### config.mk
export PLATFORM = sky130hd
export DESIGN_NAME = cmx_frame_mux
export DESIGN_NICKNAME = d
export VERILOG_FILES = /design/src/cmx_pkg.sv /design/src/cmx_fifo.sv /design/src/cmx_frame_mux.sv /design/src/cmx_prbs.sv
export SDC_FILE = /design/constraint.sdc
export NUM_CORES = 1
export LEC_CHECK = 0
export BUFFER_PORTS_ARGS = -buffer_cell sky130_fd_sc_hd__buf_2
export CAP_MARGIN = 20
export CELL_PAD_IN_SITES_DETAIL_PLACEMENT = 1
export CELL_PAD_IN_SITES_GLOBAL_PLACEMENT = 2
export CORE_MARGIN = 8
export CORE_UTILIZATION = 42
export DETAILED_ROUTE_END_ITERATION = 12
export PLACE_DENSITY = 0.9
export SETUP_SLACK_MARGIN = 0.15
export SLEW_MARGIN = 20
export SYNTH_ARGS = -nofsm -noshare
export SYNTH_HDL_FRONTEND = slang
export SYNTH_SLANG_ARGS = --single-unit
### constraint.sdc
create_clock -name sys_clk_in -period 5.8 [get_ports sys_clk_in]
set_input_delay 0.58 -clock sys_clk_in [delete_from_list [all_inputs] [get_ports sys_clk_in]]
set_output_delay 0.58 -clock sys_clk_in [all_outputs]
set_load 0.005 [all_outputs]
### src/cmx_pkg.sv
package cmx_pkg;
    // elementary period rate and system clock, both in hertz
    localparam int CMX_CLK_HZ = 200_000_000;
    localparam int CMX_ELEM_HZ = 2_048_000;
    localparam logic [28:0] CMX_ACC_STEP = 29'(CMX_ELEM_HZ);
    localparam logic [28:0] CMX_ACC_WRAP = 29'(CMX_CLK_HZ);
    // frame layout in bits and capacity units
    localparam logic [15:0] CMX_BIT_LAST = 16'hD7FF;
    localparam logic [9:0] CMX_CU_LAST = 10'h35F;
    localparam int CMX_CU_SHIFT = 6;
    localparam logic [12:0] CMX_CIF_COUNT_LAST = 13'h1387;
    // symbol timing in elementary periods
    localparam logic [11:0] CMX_NULL_LEN = 12'hA60;
    localparam logic [11:0] CMX_SYM_LEN = 12'h9F8;
    localparam logic [11:0] CMX_GUARD_LEN = 12'h1F8;
    localparam logic [11:0] CMX_USEFUL_LEN = 12'h800;
    localparam logic [6:0] CMX_SYM_LAST = 7'h4C;
    localparam int CMX_FRAME_LEN = 196_608;
    // carrier sweep: index 0 .. 1536 mapped to k = -768 .. 768
    localparam logic [10:0] CMX_CAR_LAST = 11'h600;
    localparam logic [10:0] CMX_CAR_HALF = 11'h300;
    localparam logic [8:0] CMX_PRBS_SEED = 9'h1FF;

    typedef enum logic {CMX_CG_IDLE, CMX_CG_RUN} cmx_cg_state_type;
endpackage

### src/cmx_fifo.sv
`timescale 1ns/1ps
module cmx_fifo #(
    parameter int WIDTH = 2,
    parameter int DEPTH = 8
) (
    // clock and reset
    input wire logic sys_clk_in,
    input wire logic rstn_in,
    // fill side
    input wire logic [WIDTH-1:0] in_data_in,
    input wire logic in_valid_in,
    output logic in_ready_out,
    // drain side
    output logic [WIDTH-1:0] out_data_out,
    output logic out_valid_out,
    input wire logic out_ready_in,
    output logic [$clog2(DEPTH):0] level_out
);
    localparam int AW = $clog2(DEPTH);

    if (DEPTH < 2 || (1 << AW) != DEPTH || WIDTH < 1) begin
        $error("cmx_fifo: DEPTH must be a power of two >= 2");
    end

    logic [WIDTH-1:0] mem [DEPTH];
    logic [AW-1:0] wr_ptr;
    logic [AW-1:0] rd_ptr;
    logic [AW-1:0] next_rd_ptr;
    logic push;
    logic pop;
    logic [AW:0] next_level;

    assign push = in_valid_in && in_ready_out;
    assign pop = out_valid_out && out_ready_in;
    assign next_rd_ptr = pop ? rd_ptr + 1'b1 : rd_ptr;

    always_comb begin
        next_level = level_out;
        if (push && !pop) begin
            next_level = level_out + 1'b1;
        end else if (pop && !push) begin
            next_level = level_out - 1'b1;
        end
    end

    always_ff @(posedge sys_clk_in) begin
        if (push) begin
            mem[wr_ptr] <= in_data_in;
        end
        // bypass keeps the head register right when a word lands in an empty store
        if (push && wr_ptr == next_rd_ptr) begin
            out_data_out <= in_data_in;
        end else begin
            out_data_out <= mem[next_rd_ptr];
        end
    end

    always_ff @(posedge sys_clk_in or negedge rstn_in) begin
        if (!rstn_in) begin
            wr_ptr <= '0;
            rd_ptr <= '0;
            level_out <= '0;
            in_ready_out <= 1'b1;
            out_valid_out <= 1'b0;
        end else begin
            if (push) begin
                wr_ptr <= wr_ptr + 1'b1;
            end
            if (pop) begin
                rd_ptr <= rd_ptr + 1'b1;
            end
            level_out <= next_level;
            in_ready_out <= next_level != (AW+1)'(DEPTH);
            out_valid_out <= next_level != '0;
        end
    end
endmodule

### src/cmx_frame_mux.sv
`timescale 1ns/1ps
module cmx_frame_mux
    import cmx_pkg::*;
#(
    parameter int NUM_SUBCH = 8,
    parameter int FIFO_DEPTH = 8
) (
    // clock and reset
    input wire logic sys_clk_in,
    input wire logic rstn_in,
    // sub-channel layout
    input wire logic cfg_we_in,
    input wire logic [$clog2(NUM_SUBCH)-1:0] cfg_sel_in,
    input wire logic cfg_enable_in,
    input wire logic [9:0] cfg_start_in,
    input wire logic [9:0] cfg_size_in,
    // interleaved sub-channel bits
    input wire logic in_bit_in,
    input wire logic in_valid_in,
    output logic in_ready_out,
    output logic [$clog2(NUM_SUBCH)-1:0] in_subch_out,
    // assembled frame bits
    output logic out_bit_out,
    output logic out_first_out,
    output logic out_valid_out,
    input wire logic out_ready_in,
    output logic [12:0] cif_count_out,
    // transmission frame timing
    output logic frame_start_out,
    output logic symbol_start_out,
    output logic guard_end_out,
    output logic null_blank_out,
    output logic guard_active_out,
    output logic phase_ref_out,
    output logic [6:0] symbol_index_out,
    // carrier sweep
    output logic carrier_req_out,
    output logic [10:0] carrier_idx_out,
    output logic carrier_zero_out
);
    localparam int SW = $clog2(NUM_SUBCH);
    localparam int LW = $clog2(FIFO_DEPTH) + 1;

    if (NUM_SUBCH < 2 || FIFO_DEPTH < 2) begin
        $error("cmx_frame_mux: NUM_SUBCH and FIFO_DEPTH must be >= 2");
    end
    if (int'(CMX_NULL_LEN) + int'(CMX_SYM_LAST) * int'(CMX_SYM_LEN) != CMX_FRAME_LEN) begin
        $error("cmx_frame_mux: symbol lengths do not fill the frame");
    end

    // layout table
    logic [NUM_SUBCH-1:0] cfg_en;
    logic [9:0] cfg_start [NUM_SUBCH];
    logic [9:0] cfg_size [NUM_SUBCH];

    always_ff @(posedge sys_clk_in or negedge rstn_in) begin
        if (!rstn_in) begin
            cfg_en <= '0;
        end else if (cfg_we_in) begin
            cfg_en[cfg_sel_in] <= cfg_enable_in;
        end
    end

    always_ff @(posedge sys_clk_in) begin
        if (cfg_we_in) begin
            cfg_start[cfg_sel_in] <= cfg_start_in;
            cfg_size[cfg_sel_in] <= cfg_size_in;
        end
    end

    // assembly walk
    logic [15:0] bit_idx;
    logic [15:0] next_bit_idx;
    logic primed;
    logic owned;
    logic take;
    logic pad_step;
    logic step;
    logic fifo_in_ready;
    logic [LW-1:0] fifo_level;
    logic [LW-1:0] next_fifo_level;
    logic [NUM_SUBCH-1:0] hit;
    logic hit_any;
    logic [SW-1:0] hit_sel;
    logic prbs_bit;
    logic [8:0] prbs_state;
    logic [1:0] push_data;
    logic [1:0] fifo_out;

    assign take = in_ready_out && in_valid_in;
    assign pad_step = primed && !owned && fifo_in_ready;
    assign step = take || pad_step;
    assign push_data = {bit_idx == '0, owned ? in_bit_in : prbs_bit};

    always_comb begin
        next_bit_idx = bit_idx;
        if (step) begin
            next_bit_idx = (bit_idx == CMX_BIT_LAST) ? '0 : bit_idx + 16'h0001;
        end
    end

    // a unit belongs to a sub-channel inside [start, start + size)
    genvar g;
    generate
        for (g = 0; g < NUM_SUBCH; g++) begin : g_hit
            assign hit[g] = cfg_en[g]
                && ({1'b0, next_bit_idx[15:CMX_CU_SHIFT]} >= {1'b0, cfg_start[g]})
                && ({1'b0, next_bit_idx[15:CMX_CU_SHIFT]}
                    < {1'b0, cfg_start[g]} + {1'b0, cfg_size[g]});
        end
    endgenerate

    // overlapping entries resolve to the lowest index
    always_comb begin
        hit_any = 1'b0;
        hit_sel = '0;
        for (int i = NUM_SUBCH - 1; i >= 0; i--) begin
            if (hit[i]) begin
                hit_any = 1'b1;
                hit_sel = SW'(i);
            end
        end
    end

    always_comb begin
        next_fifo_level = fifo_level;
        if (step && !(out_valid_out && out_ready_in)) begin
            next_fifo_level = fifo_level + 1'b1;
        end else if (!step && out_valid_out && out_ready_in) begin
            next_fifo_level = fifo_level - 1'b1;
        end
    end

    always_ff @(posedge sys_clk_in or negedge rstn_in) begin
        if (!rstn_in) begin
            bit_idx <= '0;
            primed <= 1'b0;
            owned <= 1'b0;
            in_subch_out <= '0;
            in_ready_out <= 1'b0;
        end else begin
            bit_idx <= next_bit_idx;
            primed <= 1'b1;
            owned <= hit_any;
            in_subch_out <= hit_sel;
            // ready promises a free slot even if nothing drains meanwhile
            in_ready_out <= hit_any && (next_fifo_level != LW'(FIFO_DEPTH));
        end
    end

    always_ff @(posedge sys_clk_in or negedge rstn_in) begin
        if (!rstn_in) begin
            cif_count_out <= '0;
        end else if (step && bit_idx == CMX_BIT_LAST) begin
            cif_count_out <= (cif_count_out == CMX_CIF_COUNT_LAST) ? '0
                : cif_count_out + 13'h0001;
        end
    end

    cmx_prbs u_prbs (
        .sys_clk_in(sys_clk_in),
        .rstn_in(rstn_in),
        .restart_in(step && bit_idx == CMX_BIT_LAST),
        .advance_in(step),
        .bit_out(prbs_bit),
        .state_out(prbs_state)
    );

    cmx_fifo #(
        .WIDTH(2),
        .DEPTH(FIFO_DEPTH)
    ) u_fifo (
        .sys_clk_in(sys_clk_in),
        .rstn_in(rstn_in),
        .in_data_in(push_data),
        .in_valid_in(step),
        .in_ready_out(fifo_in_ready),
        .out_data_out(fifo_out),
        .out_valid_out(out_valid_out),
        .out_ready_in(out_ready_in),
        .level_out(fifo_level)
    );

    assign out_bit_out = fifo_out[0];
    assign out_first_out = fifo_out[1];

    // elementary period tick from a fractional accumulator
    logic [28:0] acc;
    logic [28:0] acc_sum;
    logic tick;
    logic [11:0] period_cnt;
    logic [6:0] sym_idx;
    logic [11:0] sym_len;
    logic sym_wrap;
    logic [11:0] next_period_cnt;
    logic [6:0] next_sym_idx;

    assign acc_sum = acc + CMX_ACC_STEP;
    assign tick = acc_sum >= CMX_ACC_WRAP;
    assign sym_len = (sym_idx == '0) ? CMX_NULL_LEN : CMX_SYM_LEN;
    assign sym_wrap = tick && period_cnt == sym_len - 12'h001;
    assign next_period_cnt = sym_wrap ? 12'h000 : period_cnt + {11'h000, tick};
    assign next_sym_idx = !sym_wrap ? sym_idx
        : (sym_idx == CMX_SYM_LAST) ? '0 : sym_idx + 7'h01;

    always_ff @(posedge sys_clk_in or negedge rstn_in) begin
        if (!rstn_in) begin
            acc <= '0;
        end else begin
            acc <= tick ? acc_sum - CMX_ACC_WRAP : acc_sum;
        end
    end

    always_ff @(posedge sys_clk_in or negedge rstn_in) begin
        if (!rstn_in) begin
            period_cnt <= '0;
            sym_idx <= '0;
        end else begin
            period_cnt <= next_period_cnt;
            sym_idx <= next_sym_idx;
        end
    end

    // strobes mark the clock on which the counter enters the new period
    always_ff @(posedge sys_clk_in or negedge rstn_in) begin
        if (!rstn_in) begin
            frame_start_out <= 1'b0;
            symbol_start_out <= 1'b0;
            guard_end_out <= 1'b0;
            null_blank_out <= 1'b1;
            guard_active_out <= 1'b0;
            phase_ref_out <= 1'b0;
            symbol_index_out <= '0;
        end else begin
            frame_start_out <= sym_wrap && sym_idx == CMX_SYM_LAST;
            symbol_start_out <= sym_wrap && sym_idx != CMX_SYM_LAST;
            guard_end_out <= tick && sym_idx != '0
                && period_cnt == CMX_GUARD_LEN - 12'h001;
            null_blank_out <= next_sym_idx == '0;
            guard_active_out <= next_sym_idx != '0 && next_period_cnt < CMX_GUARD_LEN;
            phase_ref_out <= next_sym_idx == 7'h01;
            symbol_index_out <= next_sym_idx;
        end
    end

    // carrier sweep, one request per clock after each symbol start
    cmx_cg_state_type cg_state;
    logic [10:0] car_cnt;

    always_ff @(posedge sys_clk_in or negedge rstn_in) begin
        if (!rstn_in) begin
            cg_state <= CMX_CG_IDLE;
            car_cnt <= '0;
            carrier_req_out <= 1'b0;
            carrier_idx_out <= '0;
            carrier_zero_out <= 1'b0;
        end else begin
            carrier_req_out <= 1'b0;
            carrier_zero_out <= 1'b0;
            case (cg_state)
                CMX_CG_IDLE: begin
                    car_cnt <= '0;
                    if (symbol_start_out) begin
                        cg_state <= CMX_CG_RUN;
                    end
                end
                CMX_CG_RUN: begin
                    carrier_req_out <= 1'b1;
                    carrier_idx_out <= car_cnt - CMX_CAR_HALF;
                    carrier_zero_out <= car_cnt == CMX_CAR_HALF;
                    car_cnt <= car_cnt + 11'h001;
                    if (car_cnt == CMX_CAR_LAST) begin
                        cg_state <= CMX_CG_IDLE;
                    end
                end
                default: begin
                    cg_state <= CMX_CG_IDLE;
                end
            endcase
        end
    end

    AST_PAD_PRBS: assert property (@(posedge sys_clk_in) disable iff (!rstn_in)
        pad_step |-> push_data[0] == prbs_bit)
        else $error("padding bit differs from sequence");
    AST_PRBS_RESTART: assert property (@(posedge sys_clk_in) disable iff (!rstn_in)
        step && bit_idx == CMX_BIT_LAST |=> prbs_state == CMX_PRBS_SEED && bit_idx == '0)
        else $error("sequence not restarted at frame bit zero");
    AST_BIT_RANGE: assert property (@(posedge sys_clk_in) disable iff (!rstn_in)
        bit_idx <= CMX_BIT_LAST)
        else $error("frame bit index out of range");
    AST_TAKE_OWNED: assert property (@(posedge sys_clk_in) disable iff (!rstn_in)
        take |-> owned && !pad_step && fifo_in_ready)
        else $error("input taken outside an occupied unit");
    AST_CIF_WRAP: assert property (@(posedge sys_clk_in) disable iff (!rstn_in)
        step && bit_idx == CMX_BIT_LAST && cif_count_out == CMX_CIF_COUNT_LAST
        |=> cif_count_out == '0)
        else $error("frame count does not wrap at 5000");
    AST_NULL_TO_SYM1: assert property (@(posedge sys_clk_in) disable iff (!rstn_in)
        sym_wrap && sym_idx == '0 && period_cnt == CMX_NULL_LEN - 12'h001
        |=> symbol_start_out && !null_blank_out ##1 phase_ref_out)
        else $error("null symbol length wrong");
    AST_FRAME_END: assert property (@(posedge sys_clk_in) disable iff (!rstn_in)
        tick && sym_idx == CMX_SYM_LAST && period_cnt == CMX_SYM_LEN - 12'h001
        |=> frame_start_out ##1 null_blank_out)
        else $error("frame does not close after the last symbol");
    AST_GUARD_END: assert property (@(posedge sys_clk_in) disable iff (!rstn_in)
        guard_end_out |-> period_cnt == CMX_GUARD_LEN && sym_idx != '0 ##1 !guard_active_out)
        else $error("guard end misplaced");
    AST_CAR_ZERO: assert property (@(posedge sys_clk_in) disable iff (!rstn_in)
        carrier_req_out && carrier_idx_out == '0 |-> carrier_zero_out)
        else $error("centre carrier not forced to zero");
    AST_NULL_BLANK: assert property (@(posedge sys_clk_in) disable iff (!rstn_in)
        frame_start_out |-> null_blank_out && !carrier_req_out)
        else $error("output not blanked in null symbol");
endmodule

### src/cmx_prbs.sv
`timescale 1ns/1ps
module cmx_prbs
    import cmx_pkg::*;
(
    input wire logic sys_clk_in,
    input wire logic rstn_in,
    input wire logic restart_in,
    input wire logic advance_in,
    output logic bit_out,
    output logic [8:0] state_out
);
    // x^9 + x^5 + 1, loaded with all ones
    assign bit_out = state_out[8] ^ state_out[4];

    always_ff @(posedge sys_clk_in or negedge rstn_in) begin
        if (!rstn_in) begin
            state_out <= CMX_PRBS_SEED;
        end else if (restart_in) begin
            state_out <= CMX_PRBS_SEED;
        end else if (advance_in) begin
            state_out <= {state_out[7:0], bit_out};
        end
    end
endmodule
==> results.txt <==
Critical Path Fanout Max - 12
simple logic cell fraction of the synthesized area - 11.7%
cell with the most instances after synthesis - sky130_fd_sc_hd__ha_1
internal power consumption - 4490 uW
total standard cell area after synthesis - 18700 sq um
# port buffers - 75
hold slack final - 0.118 ns
Buf/Inv on CP - 1
most numerous cell types in the synthesized netlist - sky130_fd_sc_hd__ha_1 (238), sky130_fd_sc_hd__edfxtp_1 (176), sky130_fd_sc_hd__inv_1 (144)
I/O pins - 76
kind of start point of the critical path - flop
Max VDD drop - 0.231 mV
CTS sink count - 313
post-CTS resize count - 0
leading register cell type out of synthesis - sky130_fd_sc_hd__edfxtp_1
Crit path arrival time - 5.15 ns
Worst Clk Skew - 0.0429 ns
total number of H-tree levels - 2
fraction of final layout cells with drive strength greater than 1 - 12.5%
outcome - completed
maximum number of pins on one net before global-route repair - 93
number of flops mapped to enable cells by yosys - 176
number of buffers created by CTS - 39
Largest stage delay, worst path - 0.82 ns
worst r2r src - u_fifo.in_ready_out$_DFF_PN1_
area share of the leading cell type in the synthesized netlist - 28.2%
Chip Height - 227 microns
share of flip-flops with an asynchronous set or reset - 42.8%
All-Layer GR Usage - 19.9%
P&R area growth vs syn - 13.8%
Synth Warn # - 0
cell-by-cell trace of the critical path - nand3b_1, nand2_1, nand4_1, or2_2, nor3_1, nand3_1, xnor2_2, buf_4, ha_1, nand3_1, nor2_1, o211ai_1, a31o_2, a31oi_1, a32o_1, o21ai_0, nor2_1, a21oi_1
Core Area - 44100 sq um
Routed wire per std cell - 20.7 microns
sequential area share after synthesis - 46.5%
power share of the combinational group - 17.1%
summed negative setup slack over all endpoints - 0 ns
fmax - 213 MHz
Critical Path Source - u_fifo.in_ready_out$_DFF_PN1_
clock share of power - 39.3%
Worst path slowest cell - sky130_fd_sc_hd__xnor2_2
synthesized netlist net count - 1981
Detailed Place HPWL - 36.2 mm
TritonCTS clock tree - yes
post-synthesis area per instance - 11.0 sq um
cell count after synthesis - 1705
total setup buffers inserted after CTS - 0
number of slew-limit violations in the final report - 0
Setup Crit Path Kind - flop to flop
Residual DRC - 0
overall routed net length - 50.5 mm
Initial DRT Pass Iterations - 5
antenna violations before repair - 1
final-layout fill cell count - 4838
net switching power of the design - 1780 uW
complex-gate fraction of the synthesized area - 12.8%
min cycle time layout - 4.70 ns
number of cell rows - 77
leakage dissipation - 0.00936 uW
number of global-route vias before repair - 14814
final RePlAce weighted congestion - 0.871
fraction of power consumed by sequential logic - 43.7%
starting utilization of the core area - 42.4%
count of endpoints failing hold in the final timing report - 0
fraction of the mapped netlist area in adder cells - 17.1%
PD cells - 294 nW/um^2
fraction of power spent switching nets - 28.4%
required time of the critical path - 6.26 ns
proportion of synthesized area in mux cells - 2.10%
worst-case clock buffer depth - 3
total of endpoints with negative setup slack in the final report - 0
hold crit path type - input port to asynchronous set/reset pin
fraction of the cycle the final worst path needs - 81.0%
worst slew slack as a fraction of its limit - 30.5%
Largest delay share family, worst path - simple AND/OR/NAND/NOR gates
combinational family with the most area after synthesis - adder cells
distinct cell type count of the synthesized netlist - 81
Die Width - 227 microns
XOR/XNOR share of the synthesized area - 6.22%
critical path endpoint category - flop
residual overflow from global routing - 0
top cell type by total area after synthesis - sky130_fd_sc_hd__edfxtp_1
routed via count divided by cell count - 5.57
routed vias - 13580
transition at the pin with the smallest max-transition slack - 1.04 ns
register bit count reported by yosys - 313
hold buffer count at CTS - 0
net total in the final layout - 2091
first-pass GRT wire length - 80.0 mm
area of the die - 51600 sq um
Synth area leaders - sky130_fd_sc_hd__edfxtp_1 (28%), sky130_fd_sc_hd__dfrtp_1 (16%), sky130_fd_sc_hd__ha_1 (16%)
RSZ-0062 raised after global routing - no
violation count after the first detailed-route iteration - 772
clock transition at the registers of the reported paths - 0.06 ns
post-route ant nets - 0
Clock Latency Late Sink - 0.59 ns
number of max-capacitance violations reported - 0
cell at the root of the clock tree - sky130_fd_sc_hd__clkbuf_16
[power by group through the flow]
stage          clock, uW  sequential [uW]  combinational, uW
3_5_place_dp           0             2780               1070
5_1_grt             2600             2770               1200
6_report            2460             2740               1070
4_1_cts             2530             2740               1090
2_1_floorplan          0             2720                731
3_3_place_gp           0             2770               1010
[cell usage in the layout, fill, tap and decap left out, drive strengths merged, types with 6 or more instances in the layout]
cell and instances:
nand3 61, nor2 89, a21o 31, or3 7
xnor2 87, maj3 6, buf 96, nor2b 14
inv 145, edfxtp 176, o21a 17, clkinv 11
and2 20, clkbuf 56, dfrtp 123, xor2 46
fa 8, ha 238, o21ai 70, nor4 14
o2111ai 10, nand3b 7, a31oi 17, nand4 17
o21bai 25, nand2 121, a211oi 15, and3 22
nand2b 24, a21oi 107, a2111oi 6, o211ai 9
mux2 23, dfstp 11, nor3 20, o31ai 11
[worst reg2reg max path, stage by stage (launching register included)]
cell and delay [ns]:
sky130_fd_sc_hd__dfstp_2 0.56, sky130_fd_sc_hd__nand3b_1 0.16, sky130_fd_sc_hd__nand2_1 0.13, sky130_fd_sc_hd__nand4_1 0.16, sky130_fd_sc_hd__or2_2 0.36, sky130_fd_sc_hd__nor3_1 0.32, sky130_fd_sc_hd__nand3_1 0.18, sky130_fd_sc_hd__xnor2_2 0.82
sky130_fd_sc_hd__buf_4 0.32, sky130_fd_sc_hd__ha_1 0.17, sky130_fd_sc_hd__nand3_1 0.08, sky130_fd_sc_hd__nor2_1 0.16, sky130_fd_sc_hd__o211ai_1 0.12, sky130_fd_sc_hd__a31o_2 0.23, sky130_fd_sc_hd__a31oi_1 0.16, sky130_fd_sc_hd__a32o_1 0.24
sky130_fd_sc_hd__o21ai_0 0.13, sky130_fd_sc_hd__nor2_1 0.20, sky130_fd_sc_hd__a21oi_1 0.10
[sequential cells by signal, indices dropped and copies added, names as in the netlist, 3 cells and up, named ones only]
| register | count |
|---|---|
| acc | 20 |
| bit_idx | 16 |
| car_cnt | 11 |
| carrier_idx_out | 11 |
| cfg_en | 8 |
| cfg_size | 80 |
| cfg_start | 80 |
| cif_count_out | 13 |
| in_subch_out | 3 |
| period_cnt | 12 |
| symbol_index_out | 7 |
| u_fifo.level_out | 4 |
| u_fifo.mem | 16 |
| u_fifo.rd_ptr | 3 |
| u_fifo.wr_ptr | 3 |
| u_prbs.state_out | 9 |
[layer usage]
layer  track usage [%]  up-vias  part of all wire [%]
met4              7.41        0                   3.4
met1              24.5     6805                    43
li1                  -     6437                     -
met2              34.8      225                    50
met3              3.22      113                   3.5
met5                 0        -                     0
[logic make-up (layout without fill, tap and decap cells)]
logic type,count (synthesis),after routing
AOI/OAI and AO/OA,366,366
other,1,3
adders and majority gates,252,252
muxes,31,31
xor gates and xnor gates,133,133
and+or+nand+nor,438,438
buffers and inverters,171,312
DFF,313,313
[stage by stage]
step	instance area [sq um]	total power [uW]	util, %	worst slack [ns]	instances
2_1_floorplan	18700	3450	-	1.20	1705
3_3_place_gp	20000	3780	45.2	1.13	2365
3_5_place_dp	20000	3860	45.3	1.10	2366
4_1_cts	21300	6360	48.3	1.15	2438
5_1_grt	21300	6570	48.3	0.775	2438
6_report	21300	6270	48.3	1.10	2440
[area by class of cell]
type,count,area [sq um],area share (%)
diodes,2,5.00,0.0235
clock buffers,56,1140,5.36
clock inverters,16,175,0.822
inverters,144,541,2.54
multi-input cells,1221,9450,44.4
flip-flops and latches,313,8710,40.9
well taps,592,741,3.48
repair buffers,96,543,2.55
[path summary, 6_finish.rpt]
| path | to | slack, ns | cells after the start |
|---|---|---|---|
| min in group sys_clk_in | cfg_start[2][9]$_DFFE_PP_ | 0.42 | 1 |
| hold reg to reg | u_fifo.rd_ptr[2]$_DFF_PN0_ | 0.47 | 1 |
| setup reg to reg | in_ready_out$_DFF_PN0_ | 1.10 | 18 |
| max in group asynchronous | u_fifo.in_ready_out$_DFF_PN1_ | 4.58 | 2 |
| hold / removal | cif_count_out[0]$_DFFE_PN0P_ | 0.12 | 1 |
| setup / recovery | in_ready_out$_DFF_PN0_ | 1.10 | 18 |
(Power assumes the default switching activity.)
